--- src/sim_pkg.sv ---
// Shared constants and types for the decode, reset-cause and watchdog block
package sim_pkg;

   // ==========================================================
   // Timing
   localparam int CLK_PERIOD_NS = 8;
   localparam int RESET_OUTPUT_NS = 128;
   localparam int RESET_OUTPUT_CYCLES = (RESET_OUTPUT_NS + CLK_PERIOD_NS - 1) / CLK_PERIOD_NS;
   localparam int WDOG_CNT_W = 25;

   // ==========================================================
   // Module base register fields
   localparam int BA_HI = 31;
   localparam int BA_LO = 12;
   localparam int WP_BIT = 8;
   localparam int AM_BIT = 6;
   localparam int CI_BIT = 5;
   localparam int SC_BIT = 4;
   localparam int SD_BIT = 3;
   localparam int UC_BIT = 2;
   localparam int UD_BIT = 1;
   localparam int V_BIT = 0;

   // ==========================================================
   // Local register word and its byte lanes
   localparam logic [11:0] SIM_REG_OFFSET = 12'h000;
   localparam int RSR_LANE = 3;
   localparam int PCR_LANE = 2;
   localparam int SVC_LANE = 1;
   localparam int VEC_LANE = 0;

   // Reset-cause status fields and values
   localparam int EXT_RST_BIT = 7;
   localparam int WDOG_RST_BIT = 5;
   localparam logic [7:0] RSR_AFTER_EXT = 8'h80;
   localparam logic [7:0] RSR_AFTER_WDOG = 8'h20;

   // Protection control fields
   localparam int EN_BIT = 7;
   localparam int RI_BIT = 6;
   localparam int PRE_BIT = 5;
   localparam int TIM_HI = 4;
   localparam int TIM_LO = 3;
   localparam int TAE_BIT = 2;
   localparam int TAV_BIT = 1;
   localparam logic [7:0] PCR_RESET = 8'h00;
   localparam logic [7:0] PCR_WMASK = 8'hfc;

   // Service keys
   localparam logic [7:0] KEY_ARM = 8'h55;
   localparam logic [7:0] KEY_SVC = 8'haa;

   // ==========================================================
   // Types
   typedef enum logic [1:0] {
      SP_USER_DATA,
      SP_USER_CODE,
      SP_SUPER_DATA,
      SP_SUPER_CODE
   } space_t;

   typedef struct packed {
      logic valid;
      logic write;
      logic [31:0] addr;
      logic [3:0] be;
      logic [31:0] wdata;
      space_t space;
      logic cpu_space;
      logic iack;
      logic alt_master;
   } bus_req_t;

   typedef enum logic [1:0] {
      WD_RUN,
      WD_WAIT,
      WD_HUNG
   } wd_state_t;

endpackage

--- src/sim_decode_reset_watchdog.sv ---
// Base-address decode, reset-cause status and software watchdog
// How it works
// - Base register bits 31..12 place a 4-Kbyte register window.
// - With valid set, compare base with upper 20 address bits.
// - Write-protect bit 8 makes the local register word read only; other window writes still flag a peripheral hit.
// - Alternate masters ignore space masks while bit 6 is clear.
// - CPU-space cycles decode if bit 5 clear, else external; acknowledge cycles ignore bit 5, claimed while interrupt pending.
// - Bits 4..1 mask supervisor code/data, then user code/data.
// - Masked-space accesses miss internally and go to the external bus.
// - Bit 0 is valid; clear means no window decode, though acknowledge cycles are still claimed.
// - System reset clears valid; other base bits stay uninitialised.
// - External reset sets the external-reset flag, bit 7.
// - External reset initialises all block registers but base bits 31..1, and resets the core.
// - Watchdog-timeout reset sets the watchdog-reset flag, bit 5.
// - Only the flag of the latest reset cause stays set.
// - Watchdog counts only when enabled, times out unless serviced.
// - Timeout raises interrupt or drives reset output low, per select.
// - Timeout with reset-select clear raises the watchdog interrupt.
// - Watchdog acknowledge gets a supplied vector, not autovectored.
// - No acknowledge after another period: pulse transfer ack, set flag.
// - Timeout with reset selected asserts internal reset, sets flag.
// - Service restarts countdown only after 0x55 then 0xAA; each timeout also restarts it.
// - Anything may occur between the two keys without aborting.
// - Countdown compared continuously with prescale/timing period.
// - Protection control writes ignored while interrupt pending.
`timescale 1ns/1ps
module sim_decode_reset_watchdog #(
   parameter int BASE_SHIFT = 9,
   parameter int PRE_SHIFT = 9,
   parameter logic [7:0] WDOG_VECTOR = 8'h40
) (
   input wire logic clk,
   input wire logic sys_rst,
   input wire logic clk_en,
   input wire sim_pkg::bus_req_t bus_req,
   input wire logic base_wr,
   input wire logic [31:0] base_wdata,
   output logic [31:0] base_rdata_q,
   output logic bus_ack_q,
   output logic [31:0] bus_rdata_q,
   output logic periph_hit_q,
   output logic ext_access_q,
   output logic wdog_irq_q,
   output logic wdog_ta_q,
   output logic reset_output_n_q,
   output logic core_reset_q
);
   import sim_pkg::*;

   // ==========================================================
   // Declarations
   logic [31:0] base_q;
   logic [7:0] rsr_q;
   logic [7:0] pcr_q;
   logic armed_q;
   logic [WDOG_CNT_W-1:0] cnt_q;
   logic [WDOG_CNT_W-1:0] limit;
   logic [4:0] shift;
   wd_state_t state_q;
   logic soft_rst_q;
   logic [4:0] reset_output_cnt_q;
   logic any_rst;
   logic space_masked;
   logic in_window;
   logic cpu_blocked;
   logic hit;
   logic local_hit;
   logic wr_ok;
   logic pcr_wr;
   logic svc_wr;
   logic [7:0] svc_byte;
   logic iack_hit;
   logic timeout;
   logic service;

   assign any_rst = sys_rst | soft_rst_q;

   // ==========================================================
   // Address decode
   always_comb begin
      space_marker: begin
         space_masked = 1'b0;
         if (!(bus_req.alt_master && !base_q[AM_BIT])) begin
            case (bus_req.space)
               SP_SUPER_CODE: space_masked = base_q[SC_BIT];
               SP_SUPER_DATA: space_masked = base_q[SD_BIT];
               SP_USER_CODE: space_masked = base_q[UC_BIT];
               default: space_masked = base_q[UD_BIT];
            endcase
         end
      end
   end

   assign in_window = base_q[V_BIT]
      && bus_req.addr[BA_HI:BA_LO] == base_q[BA_HI:BA_LO];
   assign cpu_blocked = bus_req.cpu_space && base_q[CI_BIT];
   assign hit = bus_req.valid && !bus_req.iack && in_window
      && !space_masked && !cpu_blocked;
   assign local_hit = hit
      && bus_req.addr[BA_LO-1:2] == SIM_REG_OFFSET[BA_LO-1:2];
   assign wr_ok = local_hit && bus_req.write && !base_q[WP_BIT];
   assign pcr_wr = wr_ok && bus_req.be[PCR_LANE] && !wdog_irq_q;
   assign svc_wr = wr_ok && bus_req.be[SVC_LANE];
   assign svc_byte = bus_req.wdata[SVC_LANE*8 +: 8];
   // Acknowledge cycle only claimed while our request stands
   assign iack_hit = bus_req.valid && bus_req.iack && wdog_irq_q;

   // ==========================================================
   // Base register: only valid is reset, the rest is left as found
   always_ff @(posedge clk) begin
      if (any_rst) begin
         base_q[V_BIT] <= 1'b0;
      end else if (clk_en && base_wr) begin
         base_q[V_BIT] <= base_wdata[V_BIT];
      end
      // Reserved bits 11..9 and 7 are stored as zero
      if (clk_en && base_wr) begin
         base_q[31:1] <= base_wdata[31:1] & 31'h7ffff8bf;
      end
   end

   always_ff @(posedge clk) begin
      if (sys_rst) begin
         base_rdata_q <= 32'h0000_0000;
      end else if (clk_en) begin
         base_rdata_q <= base_q;
      end
   end

   // ==========================================================
   // Reset cause and reset sequencing
   always_ff @(posedge clk) begin
      if (sys_rst) begin
         rsr_q <= RSR_AFTER_EXT;
      end else if (clk_en && soft_rst_q) begin
         rsr_q <= RSR_AFTER_WDOG;
      end
   end

   // Output low for a fixed stretch so external parts see a clean pulse
   always_ff @(posedge clk) begin
      if (sys_rst) begin
         reset_output_cnt_q <= 5'd0;
         reset_output_n_q <= 1'b1;
         core_reset_q <= 1'b1;
      end else if (clk_en) begin
         core_reset_q <= soft_rst_q;
         if (soft_rst_q) begin
            reset_output_cnt_q <= 5'(RESET_OUTPUT_CYCLES - 1);
            reset_output_n_q <= 1'b0;
         end else if (reset_output_cnt_q != 5'd0) begin
            reset_output_cnt_q <= reset_output_cnt_q - 5'd1;
         end else begin
            reset_output_n_q <= 1'b1;
         end
      end
   end

   // ==========================================================
   // Protection control
   always_ff @(posedge clk) begin
      if (any_rst) begin
         pcr_q <= PCR_RESET;
      end else if (clk_en) begin
         if (pcr_wr) begin
            pcr_q[7:2] <= bus_req.wdata[PCR_LANE*8+2 +: 6];
         end
         // Hardware set beats a write-one clear in the same cycle
         if (timeout && state_q == WD_WAIT && pcr_q[TAE_BIT]) begin
            pcr_q[TAV_BIT] <= 1'b1;
         end else if (pcr_wr && bus_req.wdata[PCR_LANE*8+TAV_BIT]) begin
            pcr_q[TAV_BIT] <= 1'b0;
         end
      end
   end

   // ==========================================================
   // Service key sequence
   assign service = svc_wr && armed_q && svc_byte == KEY_SVC;

   always_ff @(posedge clk) begin
      if (any_rst) begin
         armed_q <= 1'b0;
      end else if (clk_en && svc_wr) begin
         if (svc_byte == KEY_ARM) begin
            armed_q <= 1'b1;
         end else if (svc_byte == KEY_SVC) begin
            armed_q <= 1'b0;
         end
         // Other values leave arming untouched
      end
   end

   // ==========================================================
   // Countdown
   assign shift = 5'(BASE_SHIFT) + {2'b00, pcr_q[TIM_HI:TIM_LO], 1'b0}
      + (pcr_q[PRE_BIT] ? 5'(PRE_SHIFT) : 5'd0);
   assign limit = {{(WDOG_CNT_W-1){1'b0}}, 1'b1} << shift;
   assign timeout = pcr_q[EN_BIT]
      && cnt_q == limit - {{(WDOG_CNT_W-1){1'b0}}, 1'b1};

   always_ff @(posedge clk) begin
      if (any_rst) begin
         cnt_q <= '0;
      end else if (clk_en) begin
         if (service || timeout) begin
            cnt_q <= '0;
         end else if (pcr_q[EN_BIT]) begin
            cnt_q <= cnt_q + {{(WDOG_CNT_W-1){1'b0}}, 1'b1};
         end
      end
   end

   // ==========================================================
   // Timeout handling
   always_ff @(posedge clk) begin
      if (any_rst) begin
         state_q <= WD_RUN;
         wdog_irq_q <= 1'b0;
         wdog_ta_q <= 1'b0;
         soft_rst_q <= 1'b0;
      end else if (clk_en) begin
         wdog_ta_q <= 1'b0;
         case (state_q)
            WD_RUN: begin
               if (timeout && pcr_q[RI_BIT]) begin
                  soft_rst_q <= 1'b1;
               end else if (timeout) begin
                  wdog_irq_q <= 1'b1;
                  state_q <= WD_WAIT;
               end
            end
            WD_WAIT: begin
               if (iack_hit) begin
                  wdog_irq_q <= 1'b0;
                  state_q <= WD_RUN;
               end else if (timeout && pcr_q[TAE_BIT]) begin
                  wdog_ta_q <= 1'b1;
                  state_q <= WD_HUNG;
               end
            end
            default: begin
               if (iack_hit) begin
                  wdog_irq_q <= 1'b0;
                  state_q <= WD_RUN;
               end
            end
         endcase
      end
   end

   // ==========================================================
   // Bus answer, one cycle after the request
   always_ff @(posedge clk) begin
      if (any_rst) begin
         bus_ack_q <= 1'b0;
         bus_rdata_q <= 32'h0000_0000;
         periph_hit_q <= 1'b0;
         ext_access_q <= 1'b0;
      end else if (clk_en) begin
         bus_ack_q <= local_hit || iack_hit;
         periph_hit_q <= hit && !local_hit;
         ext_access_q <= bus_req.valid && !hit && !iack_hit;
         if (iack_hit) begin
            bus_rdata_q <= {24'h00_0000, WDOG_VECTOR};
         end else if (local_hit && !bus_req.write) begin
            bus_rdata_q <= {rsr_q, pcr_q, 8'h00, 8'h00};
         end else begin
            bus_rdata_q <= 32'h0000_0000;
         end
      end
   end
endmodule

--- config.mk ---
export PLATFORM = sky130hd
export DESIGN_NAME = sim_decode_reset_watchdog
export DESIGN_NICKNAME = d
export VERILOG_FILES = /design/src/sim_pkg.sv /design/src/sim_decode_reset_watchdog.sv
export SDC_FILE = /design/constraint.sdc
export NUM_CORES = 1
export LEC_CHECK = 0
export BUFFER_PORTS_ARGS = -buffer_cell sky130_fd_sc_hd__buf_2
export CELL_PAD_IN_SITES_DETAIL_PLACEMENT = 0
export CELL_PAD_IN_SITES_GLOBAL_PLACEMENT = 2
export CORE_ASPECT_RATIO = 1.5
export CORE_MARGIN = 10
export CORE_UTILIZATION = 23
export DETAILED_ROUTE_END_ITERATION = 16
export HOLD_SLACK_MARGIN = 0.05
export PLACE_DENSITY_LB_ADDON = 0.1
export SETUP_SLACK_MARGIN = 0.3
export SYNTH_ARGS = -nofsm -noshare
export SYNTH_HDL_FRONTEND = slang
export SYNTH_SLANG_ARGS = --single-unit
--- constraint.sdc ---
create_clock -name clk -period 2.5 [get_ports clk]
set_input_delay 0.125 -clock clk [delete_from_list [all_inputs] [get_ports clk]]
set_output_delay 0.125 -clock clk [all_outputs]
set_load 0.01 [all_outputs]
Word level (Yosys, flattened, before mapping)
Index checks and enable logic that the tools add are counted.
{"block": "classes", "shifts": 1, "reduce_logical": 60, "muxes": 28, "addsub": 5, "bitwise": 1, "n_eq_ne": 12}
{"operator": "32-bit two-way mux", "count": 2}
{"operator": "25-bit two-way mux", "count": 2}
{"operator": "1-bit logical AND", "count": 30}
{"operator": "25-bit by 1-bit adder with 25-bit output, second input constant", "count": 1}
{"operator": "25-bit equality test", "count": 1}
{"operator": "1-bit by 5-bit << shifter with 25-bit output, first input constant", "count": 1}
{"operator": "25-bit by 1-bit subtractor with 25-bit output, second input constant", "count": 1}
{"operator": "20-bit equality test", "count": 1}
{"operator": "1-bit two-way mux", "count": 14}
{"operator": "2-bit AND reduction", "count": 6}
{"operator": "1-bit zero test", "count": 10}
{"operator": "10-bit zero test", "count": 1}
{"operator": "2-bit two-way mux", "count": 5}
{"operator": "5-bit two-way mux", "count": 2}
{"operator": "2-bit nonzero test", "count": 5}
{"operator": "8-bit by 7-bit equality test with 1-bit output, second input constant", "count": 1}
{"operator": "8-bit equality test, second input constant", "count": 1}
{"operator": "2-bit != test, second input constant", "count": 3}
{"operator": "4-bit by 3-bit adder with 5-bit output, first input constant", "count": 1}
{"operator": "5-bit by 4-bit adder with 5-bit output", "count": 1}
{"operator": "5-bit AND reduction", "count": 1}
{"operator": "5-bit nonzero test", "count": 1}
{"operator": "5-bit by 1-bit subtractor with 5-bit output, second input constant", "count": 1}
{"operator": "2-bit by 1-bit equality test with 1-bit output, second input constant", "count": 2}
{"operator": "other kinds (11)", "count": 13}
{"block": "totals", "elab_cells": 126, "ff_bits": 138, "output_inout_bits": 71}

Longest topological paths before layout
{"block": "logic_depth", "depth_word": 15, "mapped_depth": 10, "mapped_depth_nobuf": 9}

Worst setup path before layout
Ideal clock, no wire load.
{"block": "synth_path", "kind": "reg-to-reg", "startpoint": "register base_q[30]", "endpoint": "register bus_rdata_q[21]", "arrival_time_ns": 2.201, "setup_slack_ns": 0.240, "period_less_slack_ns": 2.260, "stages_incl_launch_ff": 9, "cell_sequence": "edfxtp_1 xor2_1 nor4_1 nand4_1 or4_1 nor3_2 and4_1 buf_2 a22o_1"}
{"block": "synth_between", "elab_chain_len": 9}
{"item": "start, declared", "line": "sim_decode_reset_watchdog.sv:52", "rtl": "logic [31:0] base_q;"}
{"item": "start signal, assigned by index", "line": "sim_decode_reset_watchdog.sv:114", "rtl": "base_q[V_BIT] <= base_wdata[V_BIT];"}
{"item": "start signal, assigned", "line": "sim_decode_reset_watchdog.sv:118", "rtl": "base_q[31:1] <= base_wdata[31:1] & 31'h7ffff8bf;"}
{"item": "20-bit equality test", "line": "sim_decode_reset_watchdog.sv:95", "rtl": "&& bus_req.addr[BA_HI:BA_LO] == base_q[BA_HI:BA_LO];"}
{"item": "1-bit logical AND", "line": "sim_decode_reset_watchdog.sv:95"}
{"item": "1-bit logical AND", "line": "sim_decode_reset_watchdog.sv:97", "rtl": "assign hit = bus_req.valid && !bus_req.iack && in_window"}
{"item": "1-bit logical AND (2 in series)", "line": "sim_decode_reset_watchdog.sv:98", "rtl": "&& !space_masked && !cpu_blocked;"}
{"item": "1-bit logical AND", "line": "sim_decode_reset_watchdog.sv:100", "rtl": "&& bus_req.addr[BA_LO-1:2] == SIM_REG_OFFSET[BA_LO-1:2];"}
{"item": "1-bit logical AND", "line": "sim_decode_reset_watchdog.sv:266", "rtl": "end else if (local_hit && !bus_req.write) begin"}
{"item": "32-bit two-way mux", "line": "sim_decode_reset_watchdog.sv:266"}
{"item": "32-bit two-way mux", "line": "sim_decode_reset_watchdog.sv:264", "rtl": "if (iack_hit) begin"}
{"item": "end signal, assigned", "line": "sim_decode_reset_watchdog.sv:265", "rtl": "bus_rdata_q <= {24'h00_0000, WDOG_VECTOR};"}
{"item": "end signal, assigned", "line": "sim_decode_reset_watchdog.sv:267", "rtl": "bus_rdata_q <= {rsr_q, pcr_q, 8'h00, 8'h00};"}
{"item": "end, declared", "line": "sim_decode_reset_watchdog.sv:40", "rtl": "output logic [31:0] bus_rdata_q,"}
Every way passes these cells.
A chain may end at the register's enable or synchronous reset.

Final worst setup path
{"block": "layout_path", "startpoint": "register base_q[4]", "endpoint": "register cnt_q[20]"}
{"block": "layout_between", "elab_chain_len": 14, "elab_cells_between_ends": 15}
{"item": "1-bit one-hot mux with 3 select lines (*)", "line": "sim_decode_reset_watchdog.sv:84", "rtl": "case (bus_req.space)"}
{"item": "1-bit two-way mux (*)", "line": "sim_decode_reset_watchdog.sv:83", "rtl": "if (!(bus_req.alt_master && !base_q[AM_BIT])) begin"}
{"item": "1-bit zero test (*)", "line": "sim_decode_reset_watchdog.sv:98"}
{"item": "1-bit logical AND (*) (2 in series)", "line": "sim_decode_reset_watchdog.sv:98"}
{"item": "1-bit logical AND (*)", "line": "sim_decode_reset_watchdog.sv:100"}
{"item": "1-bit logical AND (*) (2 in series)", "line": "sim_decode_reset_watchdog.sv:101", "rtl": "assign wr_ok = local_hit && bus_req.write && !base_q[WP_BIT];"}
{"item": "1-bit logical AND (*)", "line": "sim_decode_reset_watchdog.sv:103", "rtl": "assign svc_wr = wr_ok && bus_req.be[SVC_LANE];"}
{"item": "1-bit logical AND (*) (2 in series)", "line": "sim_decode_reset_watchdog.sv:179", "rtl": "assign service = svc_wr && armed_q && svc_byte == KEY_SVC;"}
{"item": "1-bit logical OR (*)", "line": "sim_decode_reset_watchdog.sv:206", "rtl": "if (service || timeout) begin"}
{"item": "2-bit nonzero test (no line)"}
{"item": "2-bit AND reduction (no line)"}
{"item": "end signal, assigned", "line": "sim_decode_reset_watchdog.sv:209", "rtl": "cnt_q <= cnt_q + {{(WDOG_CNT_W-1){1'b0}}, 1'b1};"}
{"item": "end, declared", "line": "sim_decode_reset_watchdog.sv:56", "rtl": "logic [WDOG_CNT_W-1:0] cnt_q;"}
Mark *: on every way between the ends. The rest lies on a longest branch, timed or not.

==> metrics <==
status=finished, final reports clean; startpoint types=flip-flop; flip-flop cell with the highest count after synthesis=sky130_fd_sc_hd__dfxtp_1; EDFF count, synth=27; xor and xnor area share after synthesis=6.339%; buffering stage count on the worst path with inverters included=2; clock-pin slew on the worst setup and hold paths=60 ps; DRC violation count after routing=0; critical path data arrival time=2760 ps; reported leakage power=3.251 nW; DIE HEIGHT=205.0 um; root cell of the clock tree=sky130_fd_sc_hd__clkbuf_16; wirelength, routed=17.61 mm; maximum number of pins on one net before global-route repair=26; share of flip-flops with an asynchronous set or reset after synthesis=0%; chain of cells forming the critical path=mux2_4 -> nand3b_1 -> or3b_4 -> nor4_4 -> buf_6 -> buf_12 -> o211ai_4 -> or3_4 -> a21oi_2; number of storage elements in the synthesis netlist=116; number of DRC markers in iteration 0=168; mux cell area share after synthesis=7.459%; Final min period=2410 ps; nets=846; standard cell with the maximum stage delay on the critical path=sky130_fd_sc_hd__or3b_4; DP Area=0.006297 mm2; wire length of the first global-routing pass=26.83 mm; Antenna Nets Post-Route=0; post-synth top area cell=sky130_fd_sc_hd__dfxtp_1; overall die area=0.02939 mm2; Setup WS post-layout=90.10 ps; final RePlAce weighted congestion=0.7620; class of the tightest hold or removal check=in -> reg; area share of the leading cell type in the synthesized netlist=33.94%; number of antenna violations at the first check in global routing=1; clock tree from TritonCTS=built; Avg Inst Size Synth=9.962 um2; RSZ-0062 raised after global routing=true; number of pins with negative max-slew slack in the final report=0; maximum fanout along the worst path=4; die width=143.4 um; max-capacitance violation count=0; post-layout utilization of the core=34.66%; CTS HTree Levels=4; number of clock buffers inserted by TritonCTS=17; Crit. End Element=flip-flop; number of global-route vias before repair=4934; slew margin rel.=59.51%; Setup Viol. Count Final=0; Power Dens Cells=680.8 mW/mm2; Final Instance Count excl. Fillers=1021; placeable core region=0.02238 mm2; Worst Path Class, Setup=reg -> reg; post-detailed-route via-to-cell ratio=4.435; hold slack=76.98 ps; post-synthesis share of cell area spent on full adders, half adders and majority gates=0.9533%; share of synthesized area occupied by flip-flops and latches=49.38%; maximum vdd ir drop=0.4638 mV; Overall Global Routing Usage=11.88%; routed via count=4528; largest cells by area after synthesis=sky130_fd_sc_hd__dfxtp_1 34%, sky130_fd_sc_hd__edfxtp_1 15%, sky130_fd_sc_hd__mux2i_1 7.2%, sky130_fd_sc_hd__xor2_1 5.2%, sky130_fd_sc_hd__nor2_1 4.6%; maximum clock rate=415.0 MHz; total clock sinks=116; final hold viol count=0; wire per inst=17.25 um; dominant combinational cell family by area after synthesis=simple AND/OR/NAND/NOR gates; number of buffer cells added on primary ports=130; gr ovfl total=0; Worst Clk Skew=9.642 ps; area growth from synthesis to layout=47.78%; share of post-route cells with drive strength above 1=34.95%; number of cells in the design after placement=937; total number of yosys warnings=0; dpl ws=-103.2 ps; boundary pin count=182; Final period util=96.40%; post-synthesis cell type count=59; Synth Area in Compound Gates=10.08%; Detail Placement HPWL=13.06 mm; dominant delay contributor by cell family on the critical path=simple AND/OR/NAND/NOR gates; Worst-Margin Slew=605.1 ps; Starting Density=23.46%; required time at the worst-slack endpoint=2850 ps; cell count after synthesis=527; mapped cell area=0.005250 mm2; number of detailed-routing iterations run before antenna repair=4; clock network latency to the later pin of the worst-skew pair=420 ps; fin area=0.007759 mm2; Simple-Gate Fraction of Synth Area=19.02%; row count=67; number of buffers on the longest clock path=2; peak per-stage delay on the critical path=410 ps
-- cells in the final DEF (no fill, tap or decap), types with 5 or more instances in the layout --
cell type	Yosys	routed
sky130_fd_sc_hd__buf_12	0	5
sky130_fd_sc_hd__and2_1	10	10
sky130_fd_sc_hd__nand3_1	19	18
sky130_fd_sc_hd__o21ai_0	7	7
sky130_fd_sc_hd__a22o_1	6	6
sky130_fd_sc_hd__a21oi_1	22	15
sky130_fd_sc_hd__o2111ai_1	11	7
sky130_fd_sc_hd__xor2_1	31	31
sky130_fd_sc_hd__mux2i_1	38	38
sky130_fd_sc_hd__and3_1	9	8
sky130_fd_sc_hd__inv_1	8	7
sky130_fd_sc_hd__dlygate4sd3_1	0	39
sky130_fd_sc_hd__nand4_1	12	12
sky130_fd_sc_hd__buf_6	2	7
sky130_fd_sc_hd__buf_2	5	130
sky130_fd_sc_hd__edfxtp_1	27	27
sky130_fd_sc_hd__conb_1	1	26
sky130_fd_sc_hd__xnor2_1	7	7
sky130_fd_sc_hd__dfxtp_1	89	79
sky130_fd_sc_hd__buf_4	27	28
sky130_fd_sc_hd__clkbuf_16	0	19
sky130_fd_sc_hd__nor2_1	64	61
sky130_fd_sc_hd__a21oi_2	0	7
sky130_fd_sc_hd__o21ai_1	7	6
sky130_fd_sc_hd__nand2_1	25	24
sky130_fd_sc_hd__nor4_1	10	7
sky130_fd_sc_hd__dfxtp_2	0	10
-- worst reg2reg max path, delay by kind of cell, from the launching register on --
kind                   cells  cell delay [ps]
AOI/OAI and AO/OA          2              210
muxes                      1              280
buffers and inverters      2              290
DFF                        1              400
and+or+nand+nor            4             1160
-- Yosys cell counts, drive strengths merged, types with 5 or more instances --
cell	instances
a21oi	22
a22o	6
and2	10
and3	9
buf	38
clkbuf	15
dfxtp	89
edfxtp	27
inv	8
mux2i	38
nand2	25
nand3	19
nand4	12
nor2	64
nor3	7
nor4	11
o2111ai	11
o21ai	14
or3	8
or4	5
xnor2	7
xor2	31
-- final timing paths --
path	startpoint	to	slack, ps	cells after the start
max reg2reg	base_q[4]$_DFFE_PP_	cnt_q[20]$_SDFFE_PP0P_	90	9
max	base_q[4]$_DFFE_PP_	cnt_q[20]$_SDFFE_PP0P_	90	9
min	sys_rst	base_rdata_q[23]$_SDFFE_PP0P_	80	2
min reg2reg	rsr_q[7]$_SDFFE_PP1P_	rsr_q[7]$_SDFFE_PP1P_	460	1
-- cell families after synthesis --
kind of cell	count (synthesis)
flip-flops	116
adder cells (fa/ha/maj)	4
AO/OA/AOI/OAI	77
XOR/XNOR	38
AND/OR/NAND/NOR	191
other	1
multiplexers	39
buffers and inverters	61
-- power by group --
group          switching, mW  internal (mW)  leakage [nW]  total, mW
clock                  0.999           1.60         0.300       2.60
sequential            0.0669           2.02         0.983       2.09
combinational          0.295          0.298          1.97      0.593
total                   1.36           3.92          3.25       5.28
-- state kept, by name (all words and copies together), names as in the netlist --
name	count
periph_hit_q	1
reset_output_n_q	1
bus_ack_q	1
base_rdata_q	28
wdog_irq_q	1
wdog_ta_q	1
base_q	28
pcr_q	7
soft_rst_q	1
state_q	2
reset_output_cnt_q	5
bus_rdata_q	10
core_reset_q	1
armed_q	1
cnt_q	25
rsr_q	2
ext_access_q	1
-- repair_timing --
| item | 4_1_cts | 5_1_grt |
|---|---|---|
| endpoints found under the hold margin | 37 | 0 |
| endpoints found under the setup margin | 49 | 49 |
| cloned | 1 | 2 |
| pin swaps | 21 | 30 |
| setup buffers | 4 | 5 |
| hold buffers | 39 | 0 |
| gates resized for setup | 35 | 32 |
-- routing by layer --
metal | part of all wire [%] | vias up | global-route usage (%)
li1 | - | 2249 | -
met1 | 37 | 2153 | 11.54
met2 | 56 | 105 | 22.40
met3 | 5.3 | 21 | 3.847
met4 | 1.8 | 0 | 4.718
met5 | 0 | - | 0
-- per-stage QoR --
step | power [mW] | setup TNS [ps]
after detailed placement | 2.647 | -600.8
after global placement | 2.645 | -461.3
after global routing | 5.513 | -580.7
final | 5.282 | 0
after floorplan | 2.474 | 0
after CTS | 5.337 | 0
-- area by class of cell --
cell class / instances / area, um2
well taps: 276 / 345.3
repair buffers: 213 / 1523
diodes: 1 / 2.502
clock buffers: 17 / 425.4
flip-flops and latches: 116 / 2605
inverters: 8 / 30.03
fillers: 2290 / 14620
multi-input cells: 375 / 2631
clock inverters: 15 / 196.4
Note: power is estimated with default switching activity, not from simulation.
